<file path="config.mk">
export PLATFORM = sky130hd
export DESIGN_NAME = i2c_irq_enable_ack_control
export DESIGN_NICKNAME = d
export VERILOG_FILES = /design/src/verilog/irq_ack_pkg.sv /design/src/verilog/sync2.sv /design/src/verilog/i2c_irq_enable_ack_control.sv
export SDC_FILE = /design/constraint.sdc
export NUM_CORES = 1
export LEC_CHECK = 0
export ABC_AREA = 1
export BUFFER_PORTS_ARGS = -buffer_cell sky130_fd_sc_hd__buf_4
export CAP_MARGIN = 25
export CORE_AREA = 4 4 95 97
export CTS_BUF_LIST = sky130_fd_sc_hd__clkbuf_2
export CTS_CLUSTER_SIZE = 30
export DETAILED_ROUTE_END_ITERATION = 7
export DIE_AREA = 0 0 99 101
export PLACE_DENSITY = 0.8
export SYNTH_ARGS = -nofsm -noshare
export SYNTH_HDL_FRONTEND = slang
export SYNTH_HIERARCHICAL = 1
export SYNTH_SLANG_ARGS = --single-unit
</file>
<file path="constraint.sdc">
create_clock -name core_clk -period 1.59 [get_ports core_clk]
set_input_delay 0.318 -clock core_clk [delete_from_list [all_inputs] [get_ports core_clk]]
set_output_delay 0.318 -clock core_clk [all_outputs]
set_load 0.05 [all_outputs]
</file>
<file path="src/verilog/irq_ack_pkg.sv">
// Package with the register map, field positions and carrier types of the I2C ack/irq block.
package irq_ack_pkg;

  // ----------------------------------------------------------------
  // Register byte offsets
  // ----------------------------------------------------------------
  localparam logic [7:0] OFS_CTRL = 8'h00;
  localparam logic [7:0] OFS_STATUS = 8'h04;
  localparam logic [7:0] OFS_DATA = 8'h08;
  localparam logic [7:0] OFS_MODE = 8'h0c;
  localparam logic [7:0] OFS_IRQ_STAT = 8'h10;
  localparam logic [7:0] OFS_IRQ_MASK = 8'h14;

  // ----------------------------------------------------------------
  // Field positions of the interrupt enable and acknowledge control register
  // ----------------------------------------------------------------
  localparam int CTRL_RX_IE = 5;
  localparam int CTRL_NAK_IE = 4;
  localparam int CTRL_STOP_IE = 3;
  localparam int CTRL_ACK_CHK = 2;
  localparam int CTRL_RX_ACK = 1;
  localparam int CTRL_TX_ACK = 0;

  // ----------------------------------------------------------------
  // Field positions of the bus status register and the event registers
  // ----------------------------------------------------------------
  localparam int ST_RX_FULL = 5;
  localparam int ST_NO_ACK = 4;
  localparam int ST_STOP = 3;
  localparam int ST_ARB_LOST = 2;
  localparam int EV_RX_DONE = 0;
  localparam int EV_NO_ACK = 1;
  localparam int EV_STOP = 2;
  localparam int EV_ARB_LOST = 3;
  localparam int EV_W = 4;

  // ----------------------------------------------------------------
  // Reset values and link framing
  // ----------------------------------------------------------------
  localparam logic [7:0] CTRL_RESET = 8'h00;
  localparam logic [7:0] DATA_RESET = 8'h00;
  localparam logic [3:0] EV_RESET = 4'h0;
  localparam logic [3:0] ACK_SLOT = 4'h8;

  // ----------------------------------------------------------------
  // Carrier types
  // ----------------------------------------------------------------
  typedef struct packed {
    logic receive_irq_enable;
    logic no_ack_irq_enable;
    logic stop_detect_irq_enable;
    logic ack_check_select;
    logic received_ack_bit;
    logic transmit_ack_bit;
  } ctrl_s;

  typedef struct packed {
    logic receive_full_flag;
    logic no_ack_flag;
    logic stop_flag;
    logic arbitration_lost_flag;
  } status_s;

endpackage

</file>
<file path="src/verilog/sync2.sv">
// Two-flop synchroniser for signals that arrive from outside the core clock domain.
`timescale 1ns/1ps

module sync2 #(
  parameter int WIDTH = 2,
  parameter logic [WIDTH-1:0] RESET_VAL = '1
) (
  input wire logic core_clk,
  input wire logic rst_n,
  input wire logic [WIDTH-1:0] async_in,
  output logic [WIDTH-1:0] sync_out
);

  logic [WIDTH-1:0] meta_q;

  // The first stage feeds only the second stage, never any logic.
  always_ff @(posedge core_clk or negedge rst_n)
  begin
    if (!rst_n)
    begin
      meta_q <= RESET_VAL;
      sync_out <= RESET_VAL;
    end
    else
    begin
      meta_q <= async_in;
      sync_out <= meta_q;
    end
  end

endmodule // sync2

</file>
<file path="src/verilog/i2c_irq_enable_ack_control.sv">
// I2C byte engine with interrupt enable and acknowledge control, Wishbone register slave.
//
// The address map and the Wishbone register port were chosen for this implementation.
`timescale 1ns/1ps

module i2c_irq_enable_ack_control (
  input wire logic core_clk,
  input wire logic rst_n,
  input wire logic wb_cyc_i,
  input wire logic wb_stb_i,
  input wire logic wb_we_i,
  input wire logic [7:0] wb_adr_i,
  input wire logic [3:0] wb_sel_i,
  input wire logic [31:0] wb_dat_i,
  output logic [31:0] wb_dat_o,
  output logic wb_ack_o,
  input wire logic scl_i,
  input wire logic sda_i,
  output logic sda_o,
  output logic sda_oe,
  output logic receive_full_irq,
  output logic no_ack_irq,
  output logic stop_detect_irq,
  output logic irq
);

  // ----------------------------------------------------------------
  // Pin synchronisation and bus condition detection
  // ----------------------------------------------------------------
  logic [1:0] pins_s;
  logic scl_q;
  logic sda_q;

  sync2 #(
    .WIDTH(2),
    .RESET_VAL(2'h3)
  ) u_sync (
    .core_clk(core_clk),
    .rst_n(rst_n),
    .async_in({scl_i, sda_i}),
    .sync_out(pins_s)
  );

  wire scl_s = pins_s[1];
  wire sda_s = pins_s[0];
  wire scl_rise = scl_s & ~scl_q;
  wire scl_fall = ~scl_s & scl_q;
  wire start_det = scl_s & scl_q & sda_q & ~sda_s;
  wire stop_det = scl_s & scl_q & ~sda_q & sda_s;

  // ----------------------------------------------------------------
  // Register state
  // ----------------------------------------------------------------
  irq_ack_pkg::ctrl_s ctrl_q;
  irq_ack_pkg::status_s stat_q;
  logic [7:0] rx_data_q;
  logic [7:0] tx_data_q;
  logic transmit_mode_q;
  logic [irq_ack_pkg::EV_W-1:0] ev_q;
  logic [irq_ack_pkg::EV_W-1:0] mask_q;

  // ----------------------------------------------------------------
  // Link engine state
  // ----------------------------------------------------------------
  logic active_q;
  logic halt_q;
  logic [3:0] bit_cnt_q;
  logic [7:0] shift_register;
  logic [7:0] tx_shift_q;

  // ----------------------------------------------------------------
  // Wishbone decode
  // ----------------------------------------------------------------
  wire bus_req = wb_cyc_i & wb_stb_i & ~wb_ack_o;
  wire wr_en = bus_req & wb_we_i & wb_sel_i[0];
  wire rd_en = bus_req & ~wb_we_i;
  wire hit_ctrl = wb_adr_i == irq_ack_pkg::OFS_CTRL;
  wire hit_stat = wb_adr_i == irq_ack_pkg::OFS_STATUS;
  wire hit_data = wb_adr_i == irq_ack_pkg::OFS_DATA;
  wire hit_mode = wb_adr_i == irq_ack_pkg::OFS_MODE;
  wire hit_ev = wb_adr_i == irq_ack_pkg::OFS_IRQ_STAT;
  wire hit_mask = wb_adr_i == irq_ack_pkg::OFS_IRQ_MASK;
  wire [7:0] wd = wb_dat_i[7:0];

  wire [7:0] ctrl_rd = {2'b00, ctrl_q};
  wire [7:0] stat_rd = {2'b00, stat_q, 2'b00};
  wire [7:0] rd_mux =
    hit_ctrl ? ctrl_rd :
    hit_stat ? stat_rd :
    hit_data ? rx_data_q :
    hit_mode ? {7'h00, transmit_mode_q} :
    hit_ev ? {4'h0, ev_q} :
    hit_mask ? {4'h0, mask_q} : 8'h00;

  // ----------------------------------------------------------------
  // Link decisions
  // ----------------------------------------------------------------
  wire in_ack_slot = bit_cnt_q == irq_ack_pkg::ACK_SLOT;
  wire rise_data = active_q & scl_rise & ~in_ack_slot;
  wire rise_ack = active_q & scl_rise & in_ack_slot;
  // A transmitter that is still sending never starts over a pending no-ack.
  wire tx_ok = transmit_mode_q & ~halt_q & ~stat_q.no_ack_flag;
  // A released one seen low means another driver won the bus.
  wire arb_lost = rise_data & tx_ok & tx_shift_q[7] & ~sda_s;
  wire byte_done = rise_ack & ~transmit_mode_q;
  // Ack value one stops the stream only when checking is selected.
  wire nack_hit = rise_ack & tx_ok & ctrl_q.ack_check_select & sda_s;
  wire [7:0] shift_next = {shift_register[6:0], sda_s};
  // Output enable chosen for the bit that follows the falling edge. Past the first bit the
  // shifter moves on that same edge, so the bit one below the top is the one that goes out.
  wire tx_bit_next = (bit_cnt_q == 4'h0) ? tx_shift_q[7] : tx_shift_q[6];
  wire drive_low_tx = tx_ok & ~in_ack_slot & ~tx_bit_next;
  wire drive_low_rx = ~transmit_mode_q & in_ack_slot & ~ctrl_q.transmit_ack_bit;
  wire oe_next = active_q & (drive_low_tx | drive_low_rx);

  // ----------------------------------------------------------------
  // Event detection for the sticky interrupt status
  // ----------------------------------------------------------------
  wire [irq_ack_pkg::EV_W-1:0] ev_set = {arb_lost, stop_det, nack_hit, byte_done};
  wire [irq_ack_pkg::EV_W-1:0] ev_clr = (wr_en & hit_ev) ? wd[irq_ack_pkg::EV_W-1:0] :
                                        {irq_ack_pkg::EV_W{1'b0}};

  // Status flags: writing zero clears, a hardware set in the same cycle wins.
  wire st_wr = wr_en & hit_stat;
  wire rx_full_clr = (st_wr & ~wd[irq_ack_pkg::ST_RX_FULL]) | (rd_en & hit_data);
  wire no_ack_clr = st_wr & ~wd[irq_ack_pkg::ST_NO_ACK];
  wire stop_clr = st_wr & ~wd[irq_ack_pkg::ST_STOP];
  wire arb_clr = st_wr & ~wd[irq_ack_pkg::ST_ARB_LOST];

  // ----------------------------------------------------------------
  // Bus slave: one wait state, read data registered with ack
  // ----------------------------------------------------------------
  always_ff @(posedge core_clk or negedge rst_n)
  begin
    if (!rst_n)
    begin
      wb_ack_o <= 1'b0;
      wb_dat_o <= 32'h0000_0000;
    end
    else
    begin
      wb_ack_o <= bus_req;
      wb_dat_o <= rd_en ? {24'h00_0000, rd_mux} : 32'h0000_0000;
    end
  end

  // ----------------------------------------------------------------
  // Software registers
  // ----------------------------------------------------------------
  always_ff @(posedge core_clk or negedge rst_n)
  begin
    if (!rst_n)
    begin
      ctrl_q <= irq_ack_pkg::CTRL_RESET[5:0];
      tx_data_q <= irq_ack_pkg::DATA_RESET;
      transmit_mode_q <= 1'b0;
      mask_q <= irq_ack_pkg::EV_RESET;
      ev_q <= irq_ack_pkg::EV_RESET;
    end
    else
    begin
      if (wr_en & hit_ctrl)
      begin
        ctrl_q.receive_irq_enable <= wd[irq_ack_pkg::CTRL_RX_IE];
        ctrl_q.no_ack_irq_enable <= wd[irq_ack_pkg::CTRL_NAK_IE];
        ctrl_q.stop_detect_irq_enable <= wd[irq_ack_pkg::CTRL_STOP_IE];
        ctrl_q.ack_check_select <= wd[irq_ack_pkg::CTRL_ACK_CHK];
        ctrl_q.transmit_ack_bit <= wd[irq_ack_pkg::CTRL_TX_ACK];
      end
      // Software cannot touch the captured ack, only the link can.
      if (rise_ack & transmit_mode_q)
      begin
        ctrl_q.received_ack_bit <= sda_s;
      end
      if (wr_en & hit_data)
      begin
        tx_data_q <= wd;
      end
      if (wr_en & hit_mode)
      begin
        transmit_mode_q <= wd[0];
      end
      if (wr_en & hit_mask)
      begin
        mask_q <= wd[irq_ack_pkg::EV_W-1:0];
      end
      ev_q <= (ev_q & ~ev_clr) | ev_set;
    end
  end

  // ----------------------------------------------------------------
  // Bus status flags
  // ----------------------------------------------------------------
  always_ff @(posedge core_clk or negedge rst_n)
  begin
    if (!rst_n)
    begin
      stat_q <= '0;
    end
    else
    begin
      stat_q.receive_full_flag <= byte_done | (stat_q.receive_full_flag & ~rx_full_clr);
      stat_q.no_ack_flag <= nack_hit | (stat_q.no_ack_flag & ~no_ack_clr);
      stat_q.stop_flag <= stop_det | (stat_q.stop_flag & ~stop_clr);
      stat_q.arbitration_lost_flag <= arb_lost | (stat_q.arbitration_lost_flag & ~arb_clr);
    end
  end

  // ----------------------------------------------------------------
  // Link byte engine
  // ----------------------------------------------------------------
  always_ff @(posedge core_clk or negedge rst_n)
  begin
    if (!rst_n)
    begin
      scl_q <= 1'b1;
      sda_q <= 1'b1;
      active_q <= 1'b0;
      halt_q <= 1'b0;
      bit_cnt_q <= 4'h0;
      shift_register <= 8'h00;
      tx_shift_q <= 8'hff;
      rx_data_q <= irq_ack_pkg::DATA_RESET;
    end
    else
    begin
      scl_q <= scl_s;
      sda_q <= sda_s;
      if (start_det | stop_det)
      begin
        active_q <= start_det;
        halt_q <= 1'b0;
        bit_cnt_q <= 4'h0;
        tx_shift_q <= tx_data_q;
      end
      else if (rise_data)
      begin
        shift_register <= shift_next;
        bit_cnt_q <= bit_cnt_q + 4'h1;
        halt_q <= halt_q | arb_lost;
      end
      else if (rise_ack)
      begin
        bit_cnt_q <= 4'h0;
        tx_shift_q <= tx_data_q;
        halt_q <= halt_q | nack_hit;
        if (byte_done)
        begin
          rx_data_q <= shift_register;
        end
      end
      else if (active_q & scl_fall & ~in_ack_slot & (bit_cnt_q != 4'h0))
      begin
        tx_shift_q <= {tx_shift_q[6:0], 1'b1};
      end
    end
  end

  // ----------------------------------------------------------------
  // Data line drive, open drain: only ever pulls low
  // ----------------------------------------------------------------
  // The enable takes a new value only on a falling clock; start, stop, lost arbitration and a checked no-ack clear it at once, with the clock high.
  always_ff @(posedge core_clk or negedge rst_n)
  begin
    if (!rst_n)
    begin
      sda_oe <= 1'b0;
      sda_o <= 1'b0;
    end
    else
    begin
      sda_o <= 1'b0;
      if (start_det | stop_det | arb_lost | nack_hit)
      begin
        sda_oe <= 1'b0;
      end
      else if (scl_fall)
      begin
        sda_oe <= oe_next;
      end
    end
  end

  // ----------------------------------------------------------------
  // Interrupt requests
  // ----------------------------------------------------------------
  wire rx_req = stat_q.receive_full_flag & ctrl_q.receive_irq_enable;
  wire nak_src = stat_q.no_ack_flag | stat_q.arbitration_lost_flag;
  wire nak_req = nak_src & ctrl_q.no_ack_irq_enable;
  wire stop_req = stat_q.stop_flag & ctrl_q.stop_detect_irq_enable;

  always_ff @(posedge core_clk or negedge rst_n)
  begin
    if (!rst_n)
    begin
      receive_full_irq <= 1'b0;
      no_ack_irq <= 1'b0;
      stop_detect_irq <= 1'b0;
      irq <= 1'b0;
    end
    else
    begin
      receive_full_irq <= rx_req;
      no_ack_irq <= nak_req;
      stop_detect_irq <= stop_req;
      irq <= |(ev_q & mask_q);
    end
  end

endmodule // i2c_irq_enable_ack_control

</file>
Yosys cells after proc, flatten, opt, wreduce, memory -nomap -nowiden

Cells that the tools add are included.

Reduce and logical (&&, ||, !) cells: 10
Bitwise gates (word level): 89
Equal/unequal tests: 7
Muxes and demuxes: 21
Add/sub/neg operators: 1

Operators by type and width:

| kind                | count |
|---|---|
| $mux 8              | 8 |
| $and 1x1->1         | 51 |
| $mux 4              | 7 |
| $not 1->1           | 22 |
| $eq 8x4->1 const B  | 2 |
| $eq 8x5->1 const B  | 2 |
| $or 1x1->1          | 12 |
| $and 4x4->4         | 2 |
| $eq 8x3->1 const B  | 1 |
| $logic_not 8->1     | 1 |
| $mux 1              | 6 |
| $reduce_bool 3->1   | 2 |
| $add 4x1->4 const B | 1 |
| $eq 4x4->1 const B  | 1 |
| $logic_not 4->1     | 1 |
| $not 4->4           | 1 |
| $or 4x4->4          | 1 |
| $reduce_and 2->1    | 2 |
| $reduce_and 4->1    | 1 |
| $reduce_bool 4->1   | 1 |
| $reduce_or 4->1     | 1 |
| $ne 2x1->1 const B  | 1 |
| $reduce_bool 2->1   | 1 |

Register bits: 77
Output and inout bits: 39
Bits of input ports: 51
Word-level logic and storage cells: 159

Logic depth before layout (Yosys ltp)

Depth in word-level cells: 11
Gate-level depth with buffers: 11

By module

Netlist, hierarchy kept.

Modules (own cells, without submodules):

| module                     | area each (sq um) | cells an instance | instances | seq. area each (sq um) |
|---|---|---|---|---|
| i2c_irq_enable_ack_control | 3460.8            | 408               | 1         | 1839.3 |
| sync2                      | 105.1             | 4                 | 1         | 105.1 |

Worst setup path before layout

OpenSTA, ideal clock, no wires.

Path kind: register to register
Start: reg bit_cnt_q[0]
End: reg rx_data_q[7]
Stages on the path, launching flop included: 9
Setup slack: 112 ps
Buffers on the path: 0
Required time: 1465 ps
Arrival time: 1353 ps
Cell sequence: dfrtp_1 > inv_1 > ha_1 > inv_1 > nor2_2 > nand2_2 > nor2_4 > nand2_4 > mux2_4

Word-level cells in the longest chain between the ends: 5
Elaborated cells on any way between the ends: 7
Those cells by class: eq/ne: 1; bitwise: 5; reduce/logical: 1

RTL lines:

| element                        | line                              | source |
|---|---|---|
| from (decl)                    | i2c_irq_enable_ack_control.sv:67  | `logic [3:0] bit_cnt_q;` |
| from (signal assigned)         | i2c_irq_enable_ack_control.sv:239 | `bit_cnt_q <= bit_cnt_q + 4'h1;` |
| $eq 4x4->1 (*)                 | i2c_irq_enable_ack_control.sv:98  | `wire in_ack_slot = bit_cnt_q == irq_ack_pkg::ACK_SLOT;` |
| $not 1->1                      | i2c_irq_enable_ack_control.sv:99  | `wire rise_data = active_q & scl_rise & ~in_ack_slot;` |
| $and 1x1->1                    | i2c_irq_enable_ack_control.sv:99  |  |
| $not 1->1 (no line)            | --                                |  |
| $reduce_and 4->1 (no line) (*) | --                                |  |
| to (signal assigned)           | i2c_irq_enable_ack_control.sv:223 | `rx_data_q <= irq_ack_pkg::DATA_RESET;` |
| to (signal assigned)           | i2c_irq_enable_ack_control.sv:249 | `rx_data_q <= shift_register;` |
| to (decl)                      | i2c_irq_enable_ack_control.sv:56  | `logic [7:0] rx_data_q;` |

Every way passes the cells marked *; elsewhere a longest branch is shown, timed or not.
A chain may end at the register's enable or synchronous reset.

Worst setup path in the final report

Start: reg wb_ack_o
End: reg tx_data_q[0]

Word-level cells in the longest chain between the ends: 5

RTL lines:

| element                   | line                              | source |
|---|---|---|
| from (decl)               | i2c_irq_enable_ack_control.sv:16  | `output logic wb_ack_o,` |
| from (signal assigned)    | i2c_irq_enable_ack_control.sv:142 | `wb_ack_o <= bus_req;` |
| $not 1->1                 | i2c_irq_enable_ack_control.sv:74  | `wire bus_req = wb_cyc_i & wb_stb_i & ~wb_ack_o;` |
| $and 1x1->1               | i2c_irq_enable_ack_control.sv:74  |  |
| via bus_req               | i2c_irq_enable_ack_control.sv:74  |  |
| $and 1x1->1 (2 in series) | i2c_irq_enable_ack_control.sv:75  | `wire wr_en = bus_req & wb_we_i & wb_sel_i[0];` |
| $and 1x1->1               | i2c_irq_enable_ack_control.sv:175 | `if (wr_en & hit_data)` |
| to (signal assigned)      | i2c_irq_enable_ack_control.sv:155 | `tx_data_q <= irq_ack_pkg::DATA_RESET;` |
| to (signal assigned)      | i2c_irq_enable_ack_control.sv:177 | `tx_data_q <= wd;` |
| to (decl)                 | i2c_irq_enable_ack_control.sv:57  | `logic [7:0] tx_data_q;` |

The timed path passes the listed nets, and every way through them passes these cells.

==> impl_table.tex <==
\begin{tabular}{lr}
\hline
Metric & Value \\
\hline
\multicolumn{2}{l}{\textbf{Finish}} \\
Area of all placed cells without fillers & 4215 µm² \\
Area taken by flip-flops and latches & 1944 µm² \\
Number of filler cells placed in the layout & 761 \\
Highest-count cells in the layout ignoring fill and taps & nand2\_1, dfrtp\_1, buf\_4, inv\_1, o21ai\_0 \\
Area of the multi-input gates & 1344 µm² \\
Antenna fix cells & 0 \\
Area growth from synthesis to final layout & 18.21\% \\
Net count, final & 532 \\
Share of cells above drive strength 1 & 24.38\% \\
Most common library cell in the layout ignoring fill and taps & nand2\_1 \\
Final design utilization & 51.82\% \\
\multicolumn{2}{l}{\textbf{Min path}} \\
Class of the tightest hold or removal check & input port to register \\
Hold Crit Depth & 3 \\
Hold Startpoint & wb\_stb\_i \\
Worst hold endpoint & wb\_ack\_o\$\_DFF\_PN0\_ \\
\multicolumn{2}{l}{\textbf{Timing}} \\
Hold\_ws & 0.03802 ns \\
Total of endpoints with negative setup slack in the final report & 0 \\
Period Utilization, post-route & 94.89\% \\
Fin crit period & 1.509 ns \\
Final count of hold timing violations & 0 \\
RSZ-0062 raised after global routing & yes \\
Worst clock skew & 0.01523 ns \\
Pins over their slew limit & 0 \\
Highest Clock Rate & 662.8 MHz \\
\multicolumn{2}{l}{\textbf{Power}} \\
Combinational power share & 18.4\% \\
Pleak & 2.110 nW \\
Internal Dissipation & 2.790 mW \\
Total power density per cell area & 950.1 nW/µm² \\
Share of power burned in the clock network & 25.8\% \\
Worst IR drop on VDD & 410.8 µV \\
Switching pwr & 1.215 mW \\
Fraction of power spent switching nets & 30.33\% \\
Relative contribution of sequential cells to total power & 55.9\% \\
\multicolumn{2}{l}{\textbf{Drt}} \\
Via count & 2,860 \\
Via count normalized by instance count & 4.856 \\
DR pass1 iterations & 5 \\
Count of unresolved DRC violations after routing & 0 \\
Routed WL & 7714 µm \\
Number of nets with antenna violations after detailed routing & 0 \\
Post-detailed-route wirelength per cell & 13.10 µm \\
Iter 0 DRT Violations & 193 \\
\multicolumn{2}{l}{\textbf{Setup path}} \\
Crit path arrival time & 1.89 ns \\
CP endpoint kind & register \\
Reg2Reg Depth & 6 \\
Worst r2r src & wb\_ack\_o\$\_DFF\_PN0\_ \\
Worst reg2reg path endpoint & tx\_data\_q[0]\$\_DFFE\_PN0P\_ \\
Critical setup path kind & register to register \\
Slack of the worst reg-to-reg path & 0.08 ns \\
Top fanout value on the critical path & 14 \\
Type of element launching the critical path & register \\
Required time of the critical path & 1.97 ns \\
\multicolumn{2}{l}{\textbf{Synthesis}} \\
Number of unique standard cell types used by synthesis & 29 \\
Post-synthesis sequential area ratio & 54.53\% \\
Mean instance size in the synthesized netlist & 8.655 µm² \\
Post-synthesis register bit count & 77 \\
Synthesized netlist cell count & 412 \\
Total of warnings raised by yosys & 6 \\
Combined area of all synthesized cells & 3566 µm² \\
\multicolumn{2}{l}{\textbf{Clocking}} \\
TritonCTS sink count & 77 \\
Total clock buffers created by CTS & 9 \\
Clock root buffer master & clkbuf\_2 \\
Clock Path Buffers & 2 \\
Later-pin clock latency in the skew report & 0.48 ns \\
Clock slew seen by the registers of the worst setup and hold paths & 0.19 ns \\
TritonCTS clock tree & yes \\
Number of H-tree branching levels & 3 \\
\multicolumn{2}{l}{\textbf{Place}} \\
Final HPWL from detailed placement & 5707 µm \\
Routability Congestion & 0.9620 \\
Number of buffers inserted by port buffering & 37 \\
Cell area after placement & 3986 µm² \\
\multicolumn{2}{l}{\textbf{Floorplanning}} \\
Die height & 101 µm \\
Number of top-level design ports & 90 \\
Total die area & 9999 µm² \\
Core ar. & 8134 µm² \\
Floorplan die width & 99 µm \\
Initial standard-cell utilization of the core & 43.84\% \\
Cell row count & 33 \\
\multicolumn{2}{l}{\textbf{GRT}} \\
GRT Total Usage & 15.77\% \\
Antenna violations before repair & 0 \\
Pin count of the biggest net entering global routing & 29 \\
Overflow after GRT & 0 \\
Vias in the first global route & 2,685 \\
Wire length of the first global-routing pass & 12,610 µm \\
\multicolumn{2}{l}{\textbf{Run}} \\
Number of max-cap violations & 0 \\
\multicolumn{2}{l}{\textbf{Status}} \\
Result of the run & complete, no violations \\
\hline
\end{tabular}
stage by stage:
stage | TNS [ns] | total power [mW] | setup WS, ns | instances
2_1_floorplan | 0 | 2.715 | 0.1119 | 436
5_1_grt | -0.1795 | 4.228 | -0.06775 | 589
3_5_place_dp | -0.01404 | 2.907 | -0.01080 | 564
4_1_cts | 0 | 3.990 | 0.002593 | 584
3_3_place_gp | 0 | 2.862 | 0.06027 | 564
6_report | 0 | 4.005 | 0.08121 | 589
sequential cells by signal, indices dropped and copies added (netlist names):
| signal | cells |
|---|---|
| bit_cnt_q | 4 |
| wb_ack_o | 1 |
| active_q | 1 |
| receive_full_irq | 1 |
| mask_q | 4 |
| tx_data_q | 8 |
| wb_dat_o | 8 |
| no_ack_irq | 1 |
| halt_q | 1 |
| scl_q | 1 |
| stat_q | 4 |
| shift_register | 8 |
| ctrl_q | 6 |
| u_sync/sync_out | 2 |
| ev_q | 4 |
| sda_oe | 1 |
| sda_q | 1 |
| tx_shift_q | 8 |
| stop_detect_irq | 1 |
| u_sync/meta_q | 2 |
| rx_data_q | 8 |
| transmit_mode_q | 1 |
| irq | 1 |
Yosys cell counts, drive strengths merged:
cell | n | area [µm²]
nand2 | 118 | 457.9
dfrtp | 63 | 1577
o21ai | 53 | 287.8
inv | 51 | 191.4
nor2 | 38 | 190.2
buf | 29 | 216.5
nand3 | 27 | 135.1
dfstp | 14 | 367.9
a21oi | 5 | 28.78
nand4 | 3 | 18.77
ha | 2 | 25.02
o211ai | 2 | 15.01
a22o | 1 | 8.760
and3 | 1 | 6.260
conb | 1 | 3.750
mux2 | 1 | 15.01
nor3 | 1 | 5.000
o31ai | 1 | 7.510
xor2 | 1 | 8.760
kinds of logic (layout without fill, tap and decap cells):
kind of cell               after synthesis  after routing  synth area share, %
DFF                                     77             77                54.53
AOI/OAI and AO/OA                       62             62                9.755
xor gates and xnor gates                 1              1               0.2457
adders and majority gates                2              2               0.7016
muxes                                    1              1               0.4209
and+or+nand+nor                        188            188                22.81
other                                    1             25               0.1052
buffers and inverters                   80            128                11.44
layout make-up:
class / count / area share [%]
inverter: 51 / 4.601
multi-input combinational: 279 / 31.88
clock inverter: 2 / 0.8311
tap: 105 / 3.117
timing repair buffer: 61 / 11.78
clock buffer: 14 / 1.662
sequential: 77 / 46.13
critical path, stage by stage, from the launching register on:
cell,delay [ns]
dfrtp_1,0.42
nor2_1,0.14
inv_1,0.09
nor2_4,0.25
nand2_2,0.27
nand2_1,0.17
o21ai_2,0.06
timing repair:
action,4_1_cts,5_1_grt
gates resized for setup,4,11
hold endpoints to repair,23,1
buffers inserted,1,4
setup endpoints to repair,10,26
hold buffers,3,1
pin swaps,4,6
metal layers:
metal	routed length, µm	share of wire, %	track usage, %	up-vias
met5	0	0	0	-
met2	3853	50	25.67	92
met1	3235	42	20.61	1369
met4	143	1.9	6.092	0
li1	-	-	-	1387
met3	482	6.2	3.460	12
how the worst max path moves through the flow:
stage	endpoint	cells after the start	slack (ns)	startpoint
final	tx_data_q[0]$_DFFE_PN0P_	6	0.08	wb_ack_o$_DFF_PN0_
after global routing	tx_data_q[0]$_DFFE_PN0P_	6	-0.07	wb_ack_o$_DFF_PN0_
after CTS	tx_shift_q[6]$_DFFE_PN1P_	11	0.003	bit_cnt_q[1]$_DFFE_PN0P_
after detailed placement	tx_shift_q[6]$_DFFE_PN1P_	8	-0.01	bit_cnt_q[0]$_DFFE_PN0P_
after global placement	tx_shift_q[7]$_DFFE_PN1P_	8	0.06	bit_cnt_q[0]$_DFFE_PN0P_
after floorplan	rx_data_q[7]$_DFFE_PN0P_	8	0.11	bit_cnt_q[0]$_DFFE_PN0P_
power by group through the flow:
| stage | combinational [mW] | sequential [mW] | clock, mW |
|---|---|---|---|
| floorplan | 0.455 | 2.26 | 0 |
| global placement | 0.609 | 2.25 | 0 |
| detailed placement | 0.641 | 2.27 | 0 |
| CTS | 0.700 | 2.23 | 1.06 |
| global route | 0.815 | 2.26 | 1.15 |
| finish | 0.736 | 2.24 | 1.03 |
Power figures use the tool's default switching activity.
